<file path="src/mcgu_params.svh">
// constants of the clock generation unit: addresses, fields, reset values
`ifndef MCGU_PARAMS_SVH
`define MCGU_PARAMS_SVH

`define MCGU_CCR_ADDR      8'hF9
`define MCGU_PCR_ADDR      8'h87
`define MCGU_CCR_RESET     8'h10
`define MCGU_ZERO_BYTE     8'h00

`define MCGU_DBG_BIT       4
`define MCGU_AR_BIT        3
`define MCGU_PS_MSB        2
`define MCGU_PS_LSB        0
`define MCGU_PD_BIT        1
`define MCGU_IDL_BIT       0

`define MCGU_PS_FULL       3'h0
`define MCGU_DBG_RESET     1'h1
`define MCGU_AR_RESET      1'h0

`define MCGU_CNT_W         11
`define MCGU_TC_DIV1       11'h000
`define MCGU_TC_DIV2       11'h001
`define MCGU_TC_DIV4       11'h003
`define MCGU_TC_DIV8       11'h007
`define MCGU_TC_DIV16      11'h00F
`define MCGU_TC_DIV32      11'h01F
`define MCGU_TC_DIV1024    11'h3FF
`define MCGU_TC_DIV2048    11'h7FF
`define MCGU_CNT_ZERO      11'h000
`define MCGU_CNT_ONE       11'h001

`endif

</file>
<file path="src/mcgu_pkg.sv">
// types shared by the clock generation unit modules
package mcgu_pkg;

	typedef enum logic [2:0] {
		MCGU_MODE_RUN   = 3'b001,
		MCGU_MODE_IDLE  = 3'b010,
		MCGU_MODE_PDOWN = 3'b100
	} mcgu_mode_t;

	typedef logic [2:0] mcgu_presc_t;

endpackage

</file>
<file path="src/mcgu_div_if.sv">
// carrier between the control logic and the core clock divider
`timescale 1ns/100ps
interface mcgu_div_if;
	import mcgu_pkg::*;

	mcgu_presc_t sel;
	logic        gate;
	logic        restart;
	logic        tick;

	modport ctrl (
		output sel,
		output gate,
		output restart,
		input  tick
	);

	modport div (
		input  sel,
		input  gate,
		input  restart,
		output tick
	);
endinterface

</file>
<file path="src/mcgu_clock_gen.sv">
// clock generation unit: control register, power modes, clock enables
//
// Function
// RL1 - From the oscillator rate the unit makes just two clocks, core and peripheral.
// RL2 - The core clock feeds core and watchdog and runs undivided at the default setting.
// RL3 - Prescale codes 0 to 5 give divide by 1, 2, 4, 8, 16 and 32.
// RL4 - Prescale code 6 divides by 1024 and code 7 by 2048.
// RL5 - A new prescale code takes effect at once with no hidden delay.
// RL6 - The core clock stops while the idle or power-down bit is set.
// RL7 - The watchdog runs from the core clock, so prescale and gating reach it.
// RL8 - The peripheral clock is always the undivided oscillator rate.
// RL9 - Peripherals divide their own clock; this unit never scales it.
// RL10 - The peripheral clock runs in idle and stops only in power-down.
// RL11 - A debug reset command from the test clock side is honoured in idle and power-down and restores normal running.
// RL12 - The debug comparator enable turns the comparators on at 1, off at 0, and is 1 after reset.
// RL13 - With auto recovery set any interrupt forces the prescale to 0; with it clear the prescale is kept.
// RL14 - The clock control register sits at F9h, resets to 10h, bits 7:5 reserved, 4 debug, 3 recovery, 2:0 prescale.
// RL15 - An enabled interrupt in idle clears the idle bit and restarts the core clock.
// RL16 - Power-down stops oscillator and clocks and ends only on pin, low-voltage or debug reset, never watchdog.
`timescale 1ns/100ps
`include "mcgu_params.svh"
module mcgu_clock_gen
	import mcgu_pkg::*;
(
	input  wire logic       sys_clk,
	input  wire logic       sys_rst,
	input  wire logic [7:0] sfr_addr,
	input  wire logic [7:0] sfr_wdata,
	input  wire logic       sfr_wr,
	input  wire logic       sfr_rd,
	output logic      [7:0] sfr_rdata,
	output logic            sfr_rd_hit,
	input  wire logic       irq_req,
	input  wire logic       rst_pin_n,
	input  wire logic       lvd_rst,
	input  wire logic       dbg_rst_req,
	input  wire logic       wdt_rst,
	output logic            core_clk_en,
	output logic            peripheral_clock_en,
	output logic            osc_enable,
	output logic            debug_compare_enable,
	output logic            idle_bit,
	output logic            power_down_bit,
	output logic            sup_reset
);
	mcgu_mode_t  mode_ff;
	mcgu_mode_t  nxt_mode;
	mcgu_presc_t presc_ff;
	mcgu_presc_t nxt_presc;
	logic        ar_ff;
	logic        nxt_ar;
	logic        dbg_ff;
	logic        nxt_dbg;
	logic [7:0]  rdata_ff;
	logic [7:0]  nxt_rdata;
	logic        hit_ff;
	logic        nxt_hit;
	logic        periph_ff;
	logic        nxt_periph;
	logic        osc_ff;
	logic        nxt_osc;
	logic        sup_ff;
	logic        nxt_sup;
	logic        dbg_req_d_ff;
	logic        nxt_dbg_req_d;

	logic        pin_n_s;
	logic        lvd_s;
	logic        dbg_req_s;
	logic        ccr_wr;
	logic        pcr_wr;
	logic        ccr_rd;
	logic        pcr_rd;
	logic        sup_rst;
	logic        irq_live;

	mcgu_div_if  div_bus ();

	function automatic logic sfr_hit(input logic [7:0] a,
					 input logic [7:0] target);
		sfr_hit = (a == target);
	endfunction

	// pin and low-voltage levels come from outside the clock domain
	mcgu_sync2 #(
		.WIDTH   (1),
		.RST_VAL (1'h1)
	) u_sync_pin (
		.sys_clk  (sys_clk),
		.sys_rst  (sys_rst),
		.async_in (rst_pin_n),
		.sync_out (pin_n_s)
	);

	mcgu_sync2 #(
		.WIDTH   (1),
		.RST_VAL (1'h0)
	) u_sync_lvd (
		.sys_clk  (sys_clk),
		.sys_rst  (sys_rst),
		.async_in (lvd_rst),
		.sync_out (lvd_s)
	);

	// debug request is a level toggled high on the test clock side
	mcgu_sync2 #(
		.WIDTH   (1),
		.RST_VAL (1'h0)
	) u_sync_dbg (
		.sys_clk  (sys_clk),
		.sys_rst  (sys_rst),
		.async_in (dbg_rst_req),
		.sync_out (dbg_req_s)
	);

	mcgu_core_div u_core_div (
		.sys_clk (sys_clk),
		.sys_rst (sys_rst),
		.div     (div_bus.div)
	);

	always_comb begin
		ccr_wr   = sfr_wr && sfr_hit(sfr_addr, `MCGU_CCR_ADDR);
		pcr_wr   = sfr_wr && sfr_hit(sfr_addr, `MCGU_PCR_ADDR);
		ccr_rd   = sfr_rd && sfr_hit(sfr_addr, `MCGU_CCR_ADDR);
		pcr_rd   = sfr_rd && sfr_hit(sfr_addr, `MCGU_PCR_ADDR);
		// no interrupt source runs while in power-down
		irq_live = irq_req && (mode_ff != MCGU_MODE_PDOWN);
		// watchdog has no clock in power-down, so it cannot end it
		sup_rst  = !pin_n_s || lvd_s
			|| (dbg_req_s && !dbg_req_d_ff) // see RL11
			|| (wdt_rst && mode_ff == MCGU_MODE_RUN); // see RL16
	end

	always_comb begin
		nxt_mode      = mode_ff;
		nxt_presc     = presc_ff;
		nxt_ar        = ar_ff;
		nxt_dbg       = dbg_ff;
		nxt_rdata     = `MCGU_ZERO_BYTE;
		nxt_hit       = 1'h0;
		nxt_dbg_req_d = dbg_req_s;

		if (ccr_wr) begin
			nxt_presc = sfr_wdata[`MCGU_PS_MSB:`MCGU_PS_LSB]; // see RL14
			nxt_ar    = sfr_wdata[`MCGU_AR_BIT];
			nxt_dbg   = sfr_wdata[`MCGU_DBG_BIT]; // see RL12
		end
		// hardware force beats a same-cycle software write
		if (irq_live && ar_ff) begin
			nxt_presc = `MCGU_PS_FULL; // see RL13
		end

		case (mode_ff)
			MCGU_MODE_RUN: begin
				if (pcr_wr && sfr_wdata[`MCGU_PD_BIT]) begin
					nxt_mode = MCGU_MODE_PDOWN;
				end else if (pcr_wr && sfr_wdata[`MCGU_IDL_BIT]) begin
					nxt_mode = MCGU_MODE_IDLE;
				end
			end
			MCGU_MODE_IDLE: begin
				if (irq_live) begin
					nxt_mode = MCGU_MODE_RUN; // see RL15
				end else if (pcr_wr && sfr_wdata[`MCGU_PD_BIT]) begin
					nxt_mode = MCGU_MODE_PDOWN;
				end
			end
			MCGU_MODE_PDOWN: begin
				nxt_mode = MCGU_MODE_PDOWN; // see RL16
			end
			default: begin
				nxt_mode = MCGU_MODE_RUN;
			end
		endcase

		if (sup_rst) begin
			nxt_mode  = MCGU_MODE_RUN; // see RL11 see RL16
			nxt_presc = `MCGU_PS_FULL;
			nxt_ar    = `MCGU_AR_RESET;
			nxt_dbg   = `MCGU_DBG_RESET;
		end

		// reserved bits 7:5 read as zero
		if (ccr_rd) begin
			nxt_hit   = 1'h1;
			nxt_rdata = {3'h0, dbg_ff, ar_ff, presc_ff}; // see RL14
		end else if (pcr_rd) begin
			nxt_hit   = 1'h1;
			nxt_rdata[`MCGU_PD_BIT]  = (mode_ff == MCGU_MODE_PDOWN);
			nxt_rdata[`MCGU_IDL_BIT] = (mode_ff == MCGU_MODE_IDLE);
		end

		// the unit makes only the core tick and the peripheral enable
		nxt_periph = (nxt_mode != MCGU_MODE_PDOWN); // see RL1 see RL8 see RL10
		nxt_osc    = (nxt_mode != MCGU_MODE_PDOWN); // see RL16
		nxt_sup    = sup_rst;
	end

	// divider sees the next values so a write changes the rate at once
	always_comb begin
		div_bus.sel     = nxt_presc; // see RL2 see RL5
		div_bus.restart = ccr_wr; // see RL5
		div_bus.gate    = (nxt_mode != MCGU_MODE_RUN); // see RL6
	end

	always_ff @(posedge sys_clk) begin
		if (sys_rst) begin
			mode_ff      <= MCGU_MODE_RUN;
			presc_ff     <= `MCGU_PS_FULL;
			ar_ff        <= `MCGU_AR_RESET;
			dbg_ff       <= `MCGU_DBG_RESET;
			rdata_ff     <= `MCGU_ZERO_BYTE;
			hit_ff       <= 1'h0;
			periph_ff    <= 1'h0;
			osc_ff       <= 1'h1;
			sup_ff       <= 1'h0;
			dbg_req_d_ff <= 1'h0;
		end else begin
			mode_ff      <= nxt_mode;
			presc_ff     <= nxt_presc;
			ar_ff        <= nxt_ar;
			dbg_ff       <= nxt_dbg;
			rdata_ff     <= nxt_rdata;
			hit_ff       <= nxt_hit;
			periph_ff    <= nxt_periph;
			osc_ff       <= nxt_osc;
			sup_ff       <= nxt_sup;
			dbg_req_d_ff <= nxt_dbg_req_d;
		end
	end

	// one enable serves core and watchdog; the watchdog divides it further
	assign core_clk_en          = div_bus.tick; // see RL7
	// peripherals apply their own dividers to this undivided enable
	assign peripheral_clock_en        = periph_ff; // see RL9
	assign osc_enable           = osc_ff;
	assign debug_compare_enable = dbg_ff; // see RL12
	assign idle_bit             = (mode_ff == MCGU_MODE_IDLE);
	assign power_down_bit       = (mode_ff == MCGU_MODE_PDOWN);
	assign sfr_rdata            = rdata_ff;
	assign sfr_rd_hit           = hit_ff;
	assign sup_reset            = sup_ff;
endmodule

</file>
<file path="src/mcgu_sync2.sv">
// two flip-flop synchroniser for levels from outside the clock domain
`timescale 1ns/100ps
module mcgu_sync2 #(
	parameter int         WIDTH   = 1,
	parameter logic [0:0] RST_VAL = 1'h0
) (
	input  wire logic             sys_clk,
	input  wire logic             sys_rst,
	input  wire logic [WIDTH-1:0] async_in,
	output wire logic [WIDTH-1:0] sync_out
);
	logic [WIDTH-1:0] meta_ff;
	logic [WIDTH-1:0] stable_ff;

	always_ff @(posedge sys_clk) begin
		if (sys_rst) begin
			meta_ff   <= {WIDTH{RST_VAL}};
			stable_ff <= {WIDTH{RST_VAL}};
		end else begin
			meta_ff   <= async_in;
			stable_ff <= meta_ff;
		end
	end

	assign sync_out = stable_ff;
endmodule

</file>
<file path="src/mcgu_core_div.sv">
// core clock prescaler: one-cycle enable pulse at the selected rate
`timescale 1ns/100ps
`include "mcgu_params.svh"
module mcgu_core_div
	import mcgu_pkg::*;
(
	input  wire logic sys_clk,
	input  wire logic sys_rst,
	mcgu_div_if.div   div
);
	logic [`MCGU_CNT_W-1:0] cnt_ff;
	logic [`MCGU_CNT_W-1:0] nxt_cnt;
	mcgu_presc_t            sel_ff;
	mcgu_presc_t            nxt_sel;
	logic                   tick_ff;
	logic                   nxt_tick;
	logic [`MCGU_CNT_W-1:0] cur;
	logic [`MCGU_CNT_W-1:0] tc;

	function automatic logic [`MCGU_CNT_W-1:0] div_term(input mcgu_presc_t c);
		case (c)
			3'h0:    div_term = `MCGU_TC_DIV1;
			3'h1:    div_term = `MCGU_TC_DIV2;
			3'h2:    div_term = `MCGU_TC_DIV4;
			3'h3:    div_term = `MCGU_TC_DIV8;
			3'h4:    div_term = `MCGU_TC_DIV16;
			3'h5:    div_term = `MCGU_TC_DIV32;
			3'h6:    div_term = `MCGU_TC_DIV1024;
			default: div_term = `MCGU_TC_DIV2048;
		endcase
	endfunction

	always_comb begin
		// restart the count on a new code so the new rate is live at once
		// a rewrite of the same code restarts too, so every write has one phase
		cur      = (div.restart || div.sel != sel_ff) ? `MCGU_CNT_ZERO
			: cnt_ff; // see RL5
		tc       = div_term(div.sel); // see RL3 see RL4
		nxt_sel  = div.sel;
		nxt_tick = !div.gate && (cur == `MCGU_CNT_ZERO); // see RL6
		if (div.gate) begin
			nxt_cnt = cur;
		end else if (cur >= tc) begin
			nxt_cnt = `MCGU_CNT_ZERO;
		end else begin
			nxt_cnt = cur + `MCGU_CNT_ONE;
		end
	end

	always_ff @(posedge sys_clk) begin
		if (sys_rst) begin
			cnt_ff  <= `MCGU_CNT_ZERO;
			sel_ff  <= `MCGU_PS_FULL;
			tick_ff <= 1'h0;
		end else begin
			cnt_ff  <= nxt_cnt;
			sel_ff  <= nxt_sel;
			tick_ff <= nxt_tick;
		end
	end

	assign div.tick = tick_ff;
endmodule

</file>
<file path="config.mk">
export PLATFORM = sky130hd
export DESIGN_NAME = mcgu_clock_gen
export DESIGN_NICKNAME = d
export VERILOG_FILES = /design/src/mcgu_pkg.sv /design/src/mcgu_div_if.sv /design/src/mcgu_clock_gen.sv /design/src/mcgu_sync2.sv /design/src/mcgu_core_div.sv
export VERILOG_INCLUDE_DIRS = /design/src /design/src/src
export SDC_FILE = /design/constraint.sdc
export NUM_CORES = 1
export LEC_CHECK = 0
export ABC_AREA = 1
export BUFFER_PORTS_ARGS = -buffer_cell sky130_fd_sc_hd__buf_4
export CORE_MARGIN = 5
export CORE_UTILIZATION = 49
export DETAILED_ROUTE_END_ITERATION = 10
export HOLD_SLACK_MARGIN = 0.05
export PLACE_DENSITY = 0.73
export SLEW_MARGIN = 5
export SYNTH_ARGS = -nofsm -noshare
export SYNTH_HDL_FRONTEND = slang
export SYNTH_SLANG_ARGS = --single-unit
</file>
<file path="constraint.sdc">
create_clock -name sys_clk -period 2.9 [get_ports sys_clk]
set_clock_uncertainty 0.1 [all_clocks]
set_input_delay 0.435 -clock sys_clk [delete_from_list [all_inputs] [get_ports sys_clk]]
set_output_delay 0.435 -clock sys_clk [all_outputs]
set_load 0.01 [all_outputs]
</file>
==> impl_metrics.yaml, run 1 <==
timing:
  rsz0062_at_grt: "true"
  slew-limit-headroom: 0.6502
  tightest_slew_ps: 524.2
  layout_setup_ws_ps: -55.55
  finalMaxSlewViolations: 0
  fin_crit_ps: 2956
  finalHoldViolCount: 0
  period_share: 1.019
  setup_viol: 10
  fmax_ghz: 0.3383
pwr:
  total_power_mw: 1.018
  power_density_nw_per_um2: 373.7
  p_leak_nw: 1.276
  switching_share: 0.2218
  p_comb_frac: 0.075
  power_switching_uw: 225.8
  seqPwrFrac: 0.494
  ir_worst_vdd_uv: 279.4
  power.internal_uw: 792.0
  clkPwrFrac: 0.431
setup_path:
  critPathMaxStageDelay_ps: 360
  crit_top_cell: "nand2_2"
  cp.arrival_ps: 3090
  critPathSlowestCell: "dfxtp_2"
  crit_required_ps: 3030
  critPathKind: "reg2reg"
  crit_path_cell_trace: "inv_2 -> nand4_1 -> nand2_2 -> nor2_4 -> nand3_2 -> nand2_2 -> inv_2 -> nor2_8 -> nand2_2 -> inv_2 -> ha_4 -> a21oi_2 -> o211ai_1 -> a31oi_1 -> nand2_1 -> nand3_1 -> nor2_1 -> nand2_1 -> nand2_1 -> nand3_2 -> nand2_2 -> nand2_4 -> nand2_8 -> nor2_4"
  critPathCaptureType: "flip-flop"
  start_kind: "flip-flop"
  worst-path-max-fanout: 5
detailed_routing:
  drt-initial-drc-count: 138
  antenna_left: 0
  vias: 1880
  first_pass_iters: 4
  drc: 0
  wl_per_cell_um: 12.12
  totalWireLength_um: 4616
  vias_per_cell: 4.934
final_layout:
  antenna_cells: 0
  fin_nets: 363
  drive_above_1_share: 0.3958
  fin_cells: 381
  nFillCells: 351
  final_util: 0.6761
  area_growth_pct: 32.58
global_route:
  grt_pass1_wl_um: 7500
  overflow: 0
  grtUsageTotal: 0.1770
  grt_max_degree: 18
  first_global_vias: 1716
  antenna_found_initial: 0
clocking:
  cts_max_path_buffers: 2
  clk_pin_slew_ps: 70
  cts_sinks: 36
  postCtsSetupBuffers: 0
  clock-root-buffer: "clkbuf_8"
  htreeDepth: 2
  ctsResizeCount: 0
  clock_latency_ps: 290
  cts_buffers: 5
  cts_tree: "done"
  cts_hold_buf: 0
synthesis:
  syn_inst: 269
  synth_area_um2: 2054
  synthTopCellsByCount: "42 x inv_1, 42 x nand2_1, 36 x dfxtp_1"
  ys_ff_latch: 36
  async_flop_share: 0
  yosys.area.top_type: "dfxtp_1"
  syn_area_per_cell_um2: 7.637
  synth_area_leaders: "dfxtp_1 35%, inv_1 7.7%, nand2_1 7.7%"
  ys_warn_count: 0
  synth_edf_count: 0
  synth_cell_type_count: 38
  synth_ff_type: "dfxtp_1"
  synth_seq_area_share: 0.3508
  yosys.area.top_type_share: 0.3508
floorplan:
  dieArea_um2: 5588
  initial_core_util: 0.5099
  core_um2: 4029
  io-pin-count: 41
  die_w_um: 74.75
  rows: 23
  die_h_um: 74.75
placed_design:
  dp_hpwl_um: 3389
  placedCellCount: 372
  port_buffers: 34
  place_congestion: 0.9021
run:
  cap_violations: 0
status:
  status: "finished, violations left"
  violations: "negative setup slack"
min_path:
  holdCritPathClass: "in2reg"
metrics by stage:
step / hold WS, ps / TNS [ps] / worst slack, ps / cell area (um^2)
2_1_floorplan: 288.3 / 0 / 22.57 / 2062
3_3_place_gp: 288.1 / -1214 / -119.7 / 2511
3_5_place_dp: 299.9 / -1887 / -180.2 / 2511
4_1_cts: 218.6 / 0 / 6.471 / 2619
5_1_grt: 220.3 / -2627 / -283.8 / 2724
6_report: 226.2 / -283.1 / -55.55 / 2724
power by group through the flow:
stage          clock [mW]  combinational, mW  sequential, mW
3_5_place_dp            0             0.0724           0.515
6_report            0.439             0.0760           0.503
3_3_place_gp            0             0.0706           0.514
5_1_grt             0.475             0.0850           0.504
4_1_cts             0.448             0.0727           0.503
2_1_floorplan           0             0.0363           0.516
worst max-delay path: cells and delay by family (launching register included):
family / cells / cell delay [ps]
AO/OA/AOI/OAI: 3 / 430
buffers and inverters: 3 / 190
AND/OR/NAND/NOR: 17 / 1620
flip-flops: 1 / 360
adder cells (fa/ha/maj): 1 / 200
final timing paths:
check / startpoint / to / slack [ps] / depth (start not counted)
max: mode_ff[2]$_SDFF_PP0_ / u_core_div.cnt_ff[2]$_SDFF_PP0_ / -60 / 24
min: rst_pin_n / u_sync_pin.meta_ff$_SDFF_PP1_ / 230 / 2
max reg2reg: mode_ff[2]$_SDFF_PP0_ / u_core_div.cnt_ff[2]$_SDFF_PP0_ / -60 / 24
min reg2reg: u_sync_lvd.meta_ff$_SDFF_PP0_ / u_sync_lvd.sync_out$_SDFF_PP0_ / 310 / 2
flip-flops by register name, indices dropped and copies added, names as in the netlist, 3 cells and up:
register / cells
sfr_rdata: 5
presc_ff: 3
u_core_div.cnt_ff: 11
mode_ff: 3
routing by layer:
metal  vias to the layer above  share of wire  GRT usage
li1                        961              -          -
met2                        60           0.47     0.2868
met1                       852           0.45     0.2250
met4                         0          0.019    0.07708
met5                         -              0          0
met3                         7          0.062    0.04139
kinds of logic after synthesis:
family	synth area share
compound gates	0.07004
xor+xnor	0.02558
fa+ha+maj	0.04872
buf+inv	0.1114
flops	0.3508
other cells	0.001825
simple gates	0.3916
layout by cell type, fill, tap and decap left out, types with 2 or more instances in the layout:
cell / count
nand3_1: 16
nand2_8: 2
nand3_4: 4
buf_4: 57
dfxtp_2: 2
clkbuf_8: 5
ha_1: 6
nor2_1: 28
dfxtp_1: 34
inv_2: 11
or2_2: 2
o32ai_1: 2
xor2_1: 4
nand2_4: 3
nand3_2: 2
inv_1: 39
nand4_1: 9
nor2_2: 10
o211ai_1: 3
a21oi_1: 4
nand2_2: 12
nor2_4: 10
o21ai_0: 5
nand2_1: 38
ha_4: 2
conb_1: 3
a21oi_2: 2
xnor2_1: 2
area by class of cell:
| cell class | instances | area [um^2] | area share |
|---|---|---|---|
| Inverter | 50 | 187.7 | 0.06890 |
| Multi-Input combinational cell | 180 | 1215 | 0.4460 |
| Clock inverter | 2 | 35.03 | 0.01286 |
| Tap cell | 50 | 62.56 | 0.02297 |
| Sequential cell | 36 | 723.2 | 0.2655 |
| Timing Repair Buffer | 57 | 427.9 | 0.1571 |
| Clock buffer | 6 | 72.57 | 0.02664 |
Power figures use the tool's default switching activity.
==> run 2, diff against run 1 <==
CORE_UTILIZATION = 59   (was 49)
PLACE_DENSITY = 0.83   (was 0.73)
clock period = 3.7 ns   (was 2.9 ns; I/O delays follow)
==> run 2 against run 1 <==
The run now ends clean. Die area is 15% lower. Register-to-register slack better by 640 ps. Worst hold slack better by 50 ps. Clock power is 37% lower. Sequential cell count stayed put. Fmax is 5.0% lower. Count of clock-buffer cells in the layout is 1 lower. Non-clock buffer count is 23 lower. Critical path type unchanged. Critical endpoint is now u_core_div.cnt_ff[1]$_SDFF_PP0_. Highest routed layer unchanged.
==> impl_metrics.yaml, run 2 (synthesized netlist as in run 1, its figures left out) <==
status:
  status: "completed"
clocking:
  cts_sinks: 36
  clock_latency_ps: 350
  cts_tree: "done"
  htreeDepth: 2
  cts_buffers: 5
  clk_pin_slew_ps: 120
  postCtsSetupBuffers: 0
  clock-root-buffer: "clkbuf_4"
  ctsResizeCount: 0
  cts_hold_buf: 0
  cts_max_path_buffers: 2
min_path:
  min_to: "u_sync_pin.meta_ff$_SDFF_PP1_"
  holdCritPathClass: "in2reg"
  whs_path_depth: 2
  hold_start: "rst_pin_n"
detailed_routing:
  antenna_left: 0
  vias: 1739
  vias_per_cell: 4.926
  drt-initial-drc-count: 101
  drc: 0
  first_pass_iters: 4
  totalWireLength_um: 4024
  wl_per_cell_um: 11.40
floorplan:
  rows: 21
  initial_core_util: 0.6109
  dieArea_um2: 4762
  die_w_um: 69.01
  core_um2: 3363
  io-pin-count: 41
  die_h_um: 69.01
pwr:
  power_density_nw_per_um2: 300.1
  ir_worst_vdd_uv: 218.3
  p_leak_nw: 1.140
global_route:
  met2_usage: 0.2903
  grt_pass1_wl_um: 7210
  antenna_found_initial: 0
  busiest_layer: "met2"
  first_global_vias: 1649
  overflow: 0
  grtUsageTotal: 0.1833
  use_met1: 0.2326
  use_met3: 0.05378
  grt_max_degree: 18
final_layout:
  fin_nets: 339
  antenna_cells: 0
  final_util: 0.7176
  postLayoutCellArea_um2: 2414
  largest-register: "u_core_div.cnt_ff"
  drive_above_1_share: 0.3029
  fin_cells: 353
  area_growth_pct: 17.48
  most-common-layout-cells: "42 x nand2_1, 42 x inv_1, 36 x dfxtp_1"
  largest_register_ffs: 11
setup_path:
  r2r_setup_slack_ps: 590
  rr_endpoint: "u_core_div.cnt_ff[1]$_SDFF_PP0_"
  r2r_cells: 24
  worst-path-max-fanout: 12
  crit_required_ps: 3890
  cp.arrival_ps: 3310
  critPathKind: "reg2reg"
  r2r-start: "mode_ff[2]$_SDFF_PP0_"
  critPathCaptureType: "flip-flop"
  start_kind: "flip-flop"
placed_design:
  dpl_cell_area_um2: 2333
  port_buffers: 34
  place_congestion: 0.8241
  placedCellCount: 345
  pre_cts_ws_ps: 267.1
  dp_hpwl_um: 3101
timing:
  finalHoldViolCount: 0
  layout_setup_ws_ps: 587.6
  setup_viol: 0
  finalMaxSlewViolations: 0
  fmax_ghz: 0.3213
  fin_crit_ps: 3112
  period_share: 0.8412
  setup-tns-final_ps: 0
  rsz0062_at_grt: "false"
run:
  cap_violations: 0
[run 2: area by class of cell]
type	count	area, um^2
Clock buffer	5	37.54
Timing Repair Buffer	34	255.2
Inverter	50	187.7
Sequential cell	36	720.7
Multi-Input combinational cell	179	1112
Fill cell	287	949.7
Clock inverter	3	42.54
Tap cell	46	57.56
[run 2: critical path: stages, from the launching register on]
cell	delay, ps
dfxtp_1	370
inv_1	80
nand4_1	120
nand2_1	120
nor2_4	150
nand3_2	130
nand2_2	110
inv_2	60
nor2_8	210
nand2_1	150
inv_1	90
ha_1	260
a21oi_1	150
o211ai_1	100
a31oi_1	140
nand2_1	90
nand3_1	70
nor2_1	50
nand2_1	50
nand2_1	40
nand3_1	80
nand2_2	70
nand2_4	90
nand2_8	100
nor2_2	90
[run 2: layer usage]
| layer | vias up | routed length [um] | share of wire |
|---|---|---|---|
| li1 | 912 | - | - |
| met1 | 771 | 1849 | 0.46 |
| met2 | 51 | 1859 | 0.46 |
| met3 | 5 | 259 | 0.064 |
| met4 | 0 | 57 | 0.014 |
| met5 | - | 0 | 0 |
[run 2: how the worst max path moves through the flow]
stage	cells after the start	startpoint	endpoint
final	24	mode_ff[2]$_SDFF_PP0_	u_core_div.cnt_ff[1]$_SDFF_PP0_
after global routing	25	u_sync_lvd.sync_out$_SDFF_PP0_	u_core_div.cnt_ff[9]$_SDFF_PP0_
after floorplan	26	sfr_addr[2]	u_core_div.cnt_ff[0]$_SDFF_PP0_
after CTS	24	mode_ff[2]$_SDFF_PP0_	u_core_div.cnt_ff[9]$_SDFF_PP0_
after detailed placement	26	sfr_addr[2]	u_core_div.cnt_ff[6]$_SDFF_PP0_
after global placement	26	sfr_addr[2]	u_core_div.cnt_ff[1]$_SDFF_PP0_
[run 2: report_power, final]
part,internal [mW],switching (mW)
sequential,0.393,0.00160
combinational,0.0253,0.0291
clock,0.141,0.135
total,0.559,0.166
[run 2: through the flow]
| step | power [mW] | hold slack, ps |
|---|---|---|
| finish | 0.7244 | 276.5 |
| global route | 0.7573 | 256.5 |
| CTS | 0.7330 | 265.2 |
| detailed placement | 0.4573 | 293.3 |
| global placement | 0.4558 | 288.3 |
| floorplan | 0.4326 | 288.3 |
==> run 3, diff against run 2 <==
CORE_UTILIZATION = 49   (was 59)
PLACE_DENSITY = 0.73   (was 0.83)
clock period = 2.7 ns   (was 3.7 ns; I/O delays follow)
==> run 3 against run 2 <==
Register-to-register slack worse by 860 ps. The run now ends with negative setup slack left. First-iteration DRC count rose by 36%. Cell count is 12% higher. Design area increased by 21%. Combinational power up 73%.
==> impl_metrics.yaml, run 3 (synthesized netlist as in run 1, its figures left out) <==
global_route:
  overflow: 0
  grt_max_degree: 18
  antenna_found_initial: 0
  first_global_vias: 1811
  grt_pass1_wl_um: 8128
  grtUsageTotal: 0.1936
pwr:
  power_density_nw_per_um2: 382.3
  p_leak_nw: 1.356
  total_power_mw: 1.116
  ir_worst_vdd_uv: 277.6
status:
  status: "finished, violations left"
  violations: "negative setup slack"
detailed_routing:
  wl_per_cell_um: 12.60
  drc: 0
  antenna_left: 0
  first_pass_iters: 4
  drt-initial-drc-count: 137
  vias_per_cell: 4.829
  totalWireLength_um: 5003
  vias: 1917
placed_design:
  dp_hpwl_um: 3503
  dpl_cell_area_um2: 2650
  placedCellCount: 381
  place_congestion: 0.8920
  port_buffers: 34
floorplan:
  rows: 23
  io-pin-count: 41
  dieArea_um2: 5588
  initial_core_util: 0.5099
  core_um2: 4029
  die_w_um: 74.75
  die_h_um: 74.75
timing:
  period_share: 1.102
  fmax_ghz: 0.3362
  rsz0062_at_grt: "true"
  tightest_slew_ps: 526.5
  finalMaxSlewViolations: 0
  layout_setup_ws_ps: -274.8
  slew-limit-headroom: 0.6486
  finalHoldViolCount: 0
  setup-tns-final_ps: -2827
  fin_crit_ps: 2975
  hold_ws_ps: 198.3
  setup_viol: 11
clocking:
  htreeDepth: 2
  cts_tree: "done"
  clock_latency_ps: 300
  clk_pin_slew_ps: 80
  cts_max_path_buffers: 2
  cts_buffers: 5
  clock-root-buffer: "clkbuf_8"
  cts_sinks: 36
setup_path:
  crit_top_cell: "nand2_4"
  r2r-start: "dbg_req_d_ff$_SDFF_PP0_"
  critPathKind: "reg2reg"
  worst-path-max-fanout: 6
  cp.arrival_ps: 3120
  startpoint: "dbg_req_d_ff$_SDFF_PP0_"
  crit_required_ps: 2840
  critPathSlowestCell: "dfxtp_2"
  critPathCaptureType: "flip-flop"
  start_kind: "flip-flop"
  critPathMaxStageDelay_ps: 320
final_layout:
  antenna_cells: 0
  largest-register: "u_core_div.cnt_ff"
  nFillCells: 318
  drive_above_1_share: 0.4409
  postLayoutCellArea_um2: 2919
  most-common-layout-cells: "72 x buf_4, 36 x nand2_1, 36 x inv_1"
  fin_nets: 379
  largest_register_ffs: 11
  fin_cells: 397
  multiInputGateArea_um2: 1254
  seqCellArea_um2: 725.7
  area_growth_pct: 42.08
  layout_commonest_cell: "buf_4"
min_path:
  hold_start: "rst_pin_n"
  holdCritPathClass: "in2reg"
run:
  cap_violations: 0
run 3: cell count changes in the layout (fill, tap and decap cells not counted), sizes merged:
cell	before	now
buf	34	73
nand2	54	55
run 3: area by class of cell:
| class | instances | area share |
|---|---|---|
| Clock inverter | 3 | 0.01457 |
| Clock buffer | 5 | 0.02357 |
| Tap cell | 50 | 0.02143 |
| Sequential cell | 36 | 0.2486 |
| Inverter | 50 | 0.07030 |
| Timing Repair Buffer | 73 | 0.1920 |
| Multi-Input combinational cell | 180 | 0.4295 |
run 3: what timing repair did:
action / in CTS / in global routing
gates resized for setup: 7 / 14
buffers inserted: 4 / 3
pin swaps: 5 / 11
endpoints found under the setup margin: 11 / 11
cloned: 1 / 0
hold buffers: 0 / 0
run 3: critical path: cells and delay by family (launching register included):
kind	cells	cell delay, ps
DFF	1	320
and+or+nand+nor	19	1760
adders and majority gates	1	200
buffers and inverters	3	150
AOI/OAI and AO/OA	3	390
run 3: power by group:
part           total [mW]  internal [mW]  switching (mW)
registers           0.541          0.538         0.00257
clock network       0.481          0.273           0.208
logic              0.0939         0.0451          0.0488
run 3: path summary, 6_finish.rpt:
check | endpoint | slack, ps | cells past startpoint
worst max-delay path | u_core_div.cnt_ff[7]$_SDFF_PP0_ | -270 | 26
worst min-delay path | u_sync_pin.meta_ff$_SDFF_PP1_ | 200 | 2
worst max register to register | u_core_div.cnt_ff[7]$_SDFF_PP0_ | -270 | 26
worst min register to register | u_sync_lvd.sync_out$_SDFF_PP0_ | 310 | 2
run 3: metrics by stage:
stage | setup slack (ps) | util
2_1_floorplan | -105.9 | -
3_3_place_gp | -340.7 | 0.6578
3_5_place_dp | -414.9 | 0.6578
4_1_cts | -189.8 | 0.7028
5_1_grt | -436.5 | 0.7245
6_report | -274.8 | 0.7245
run 3: per-layer routing:
metal,up-vias,global-route usage,share of wire
met2,47,0.3200,0.49
met3,9,0.04139,0.057
met1,866,0.2453,0.44
met4,0,0.07905,0.018
li1,995,-,-
met5,-,0,0
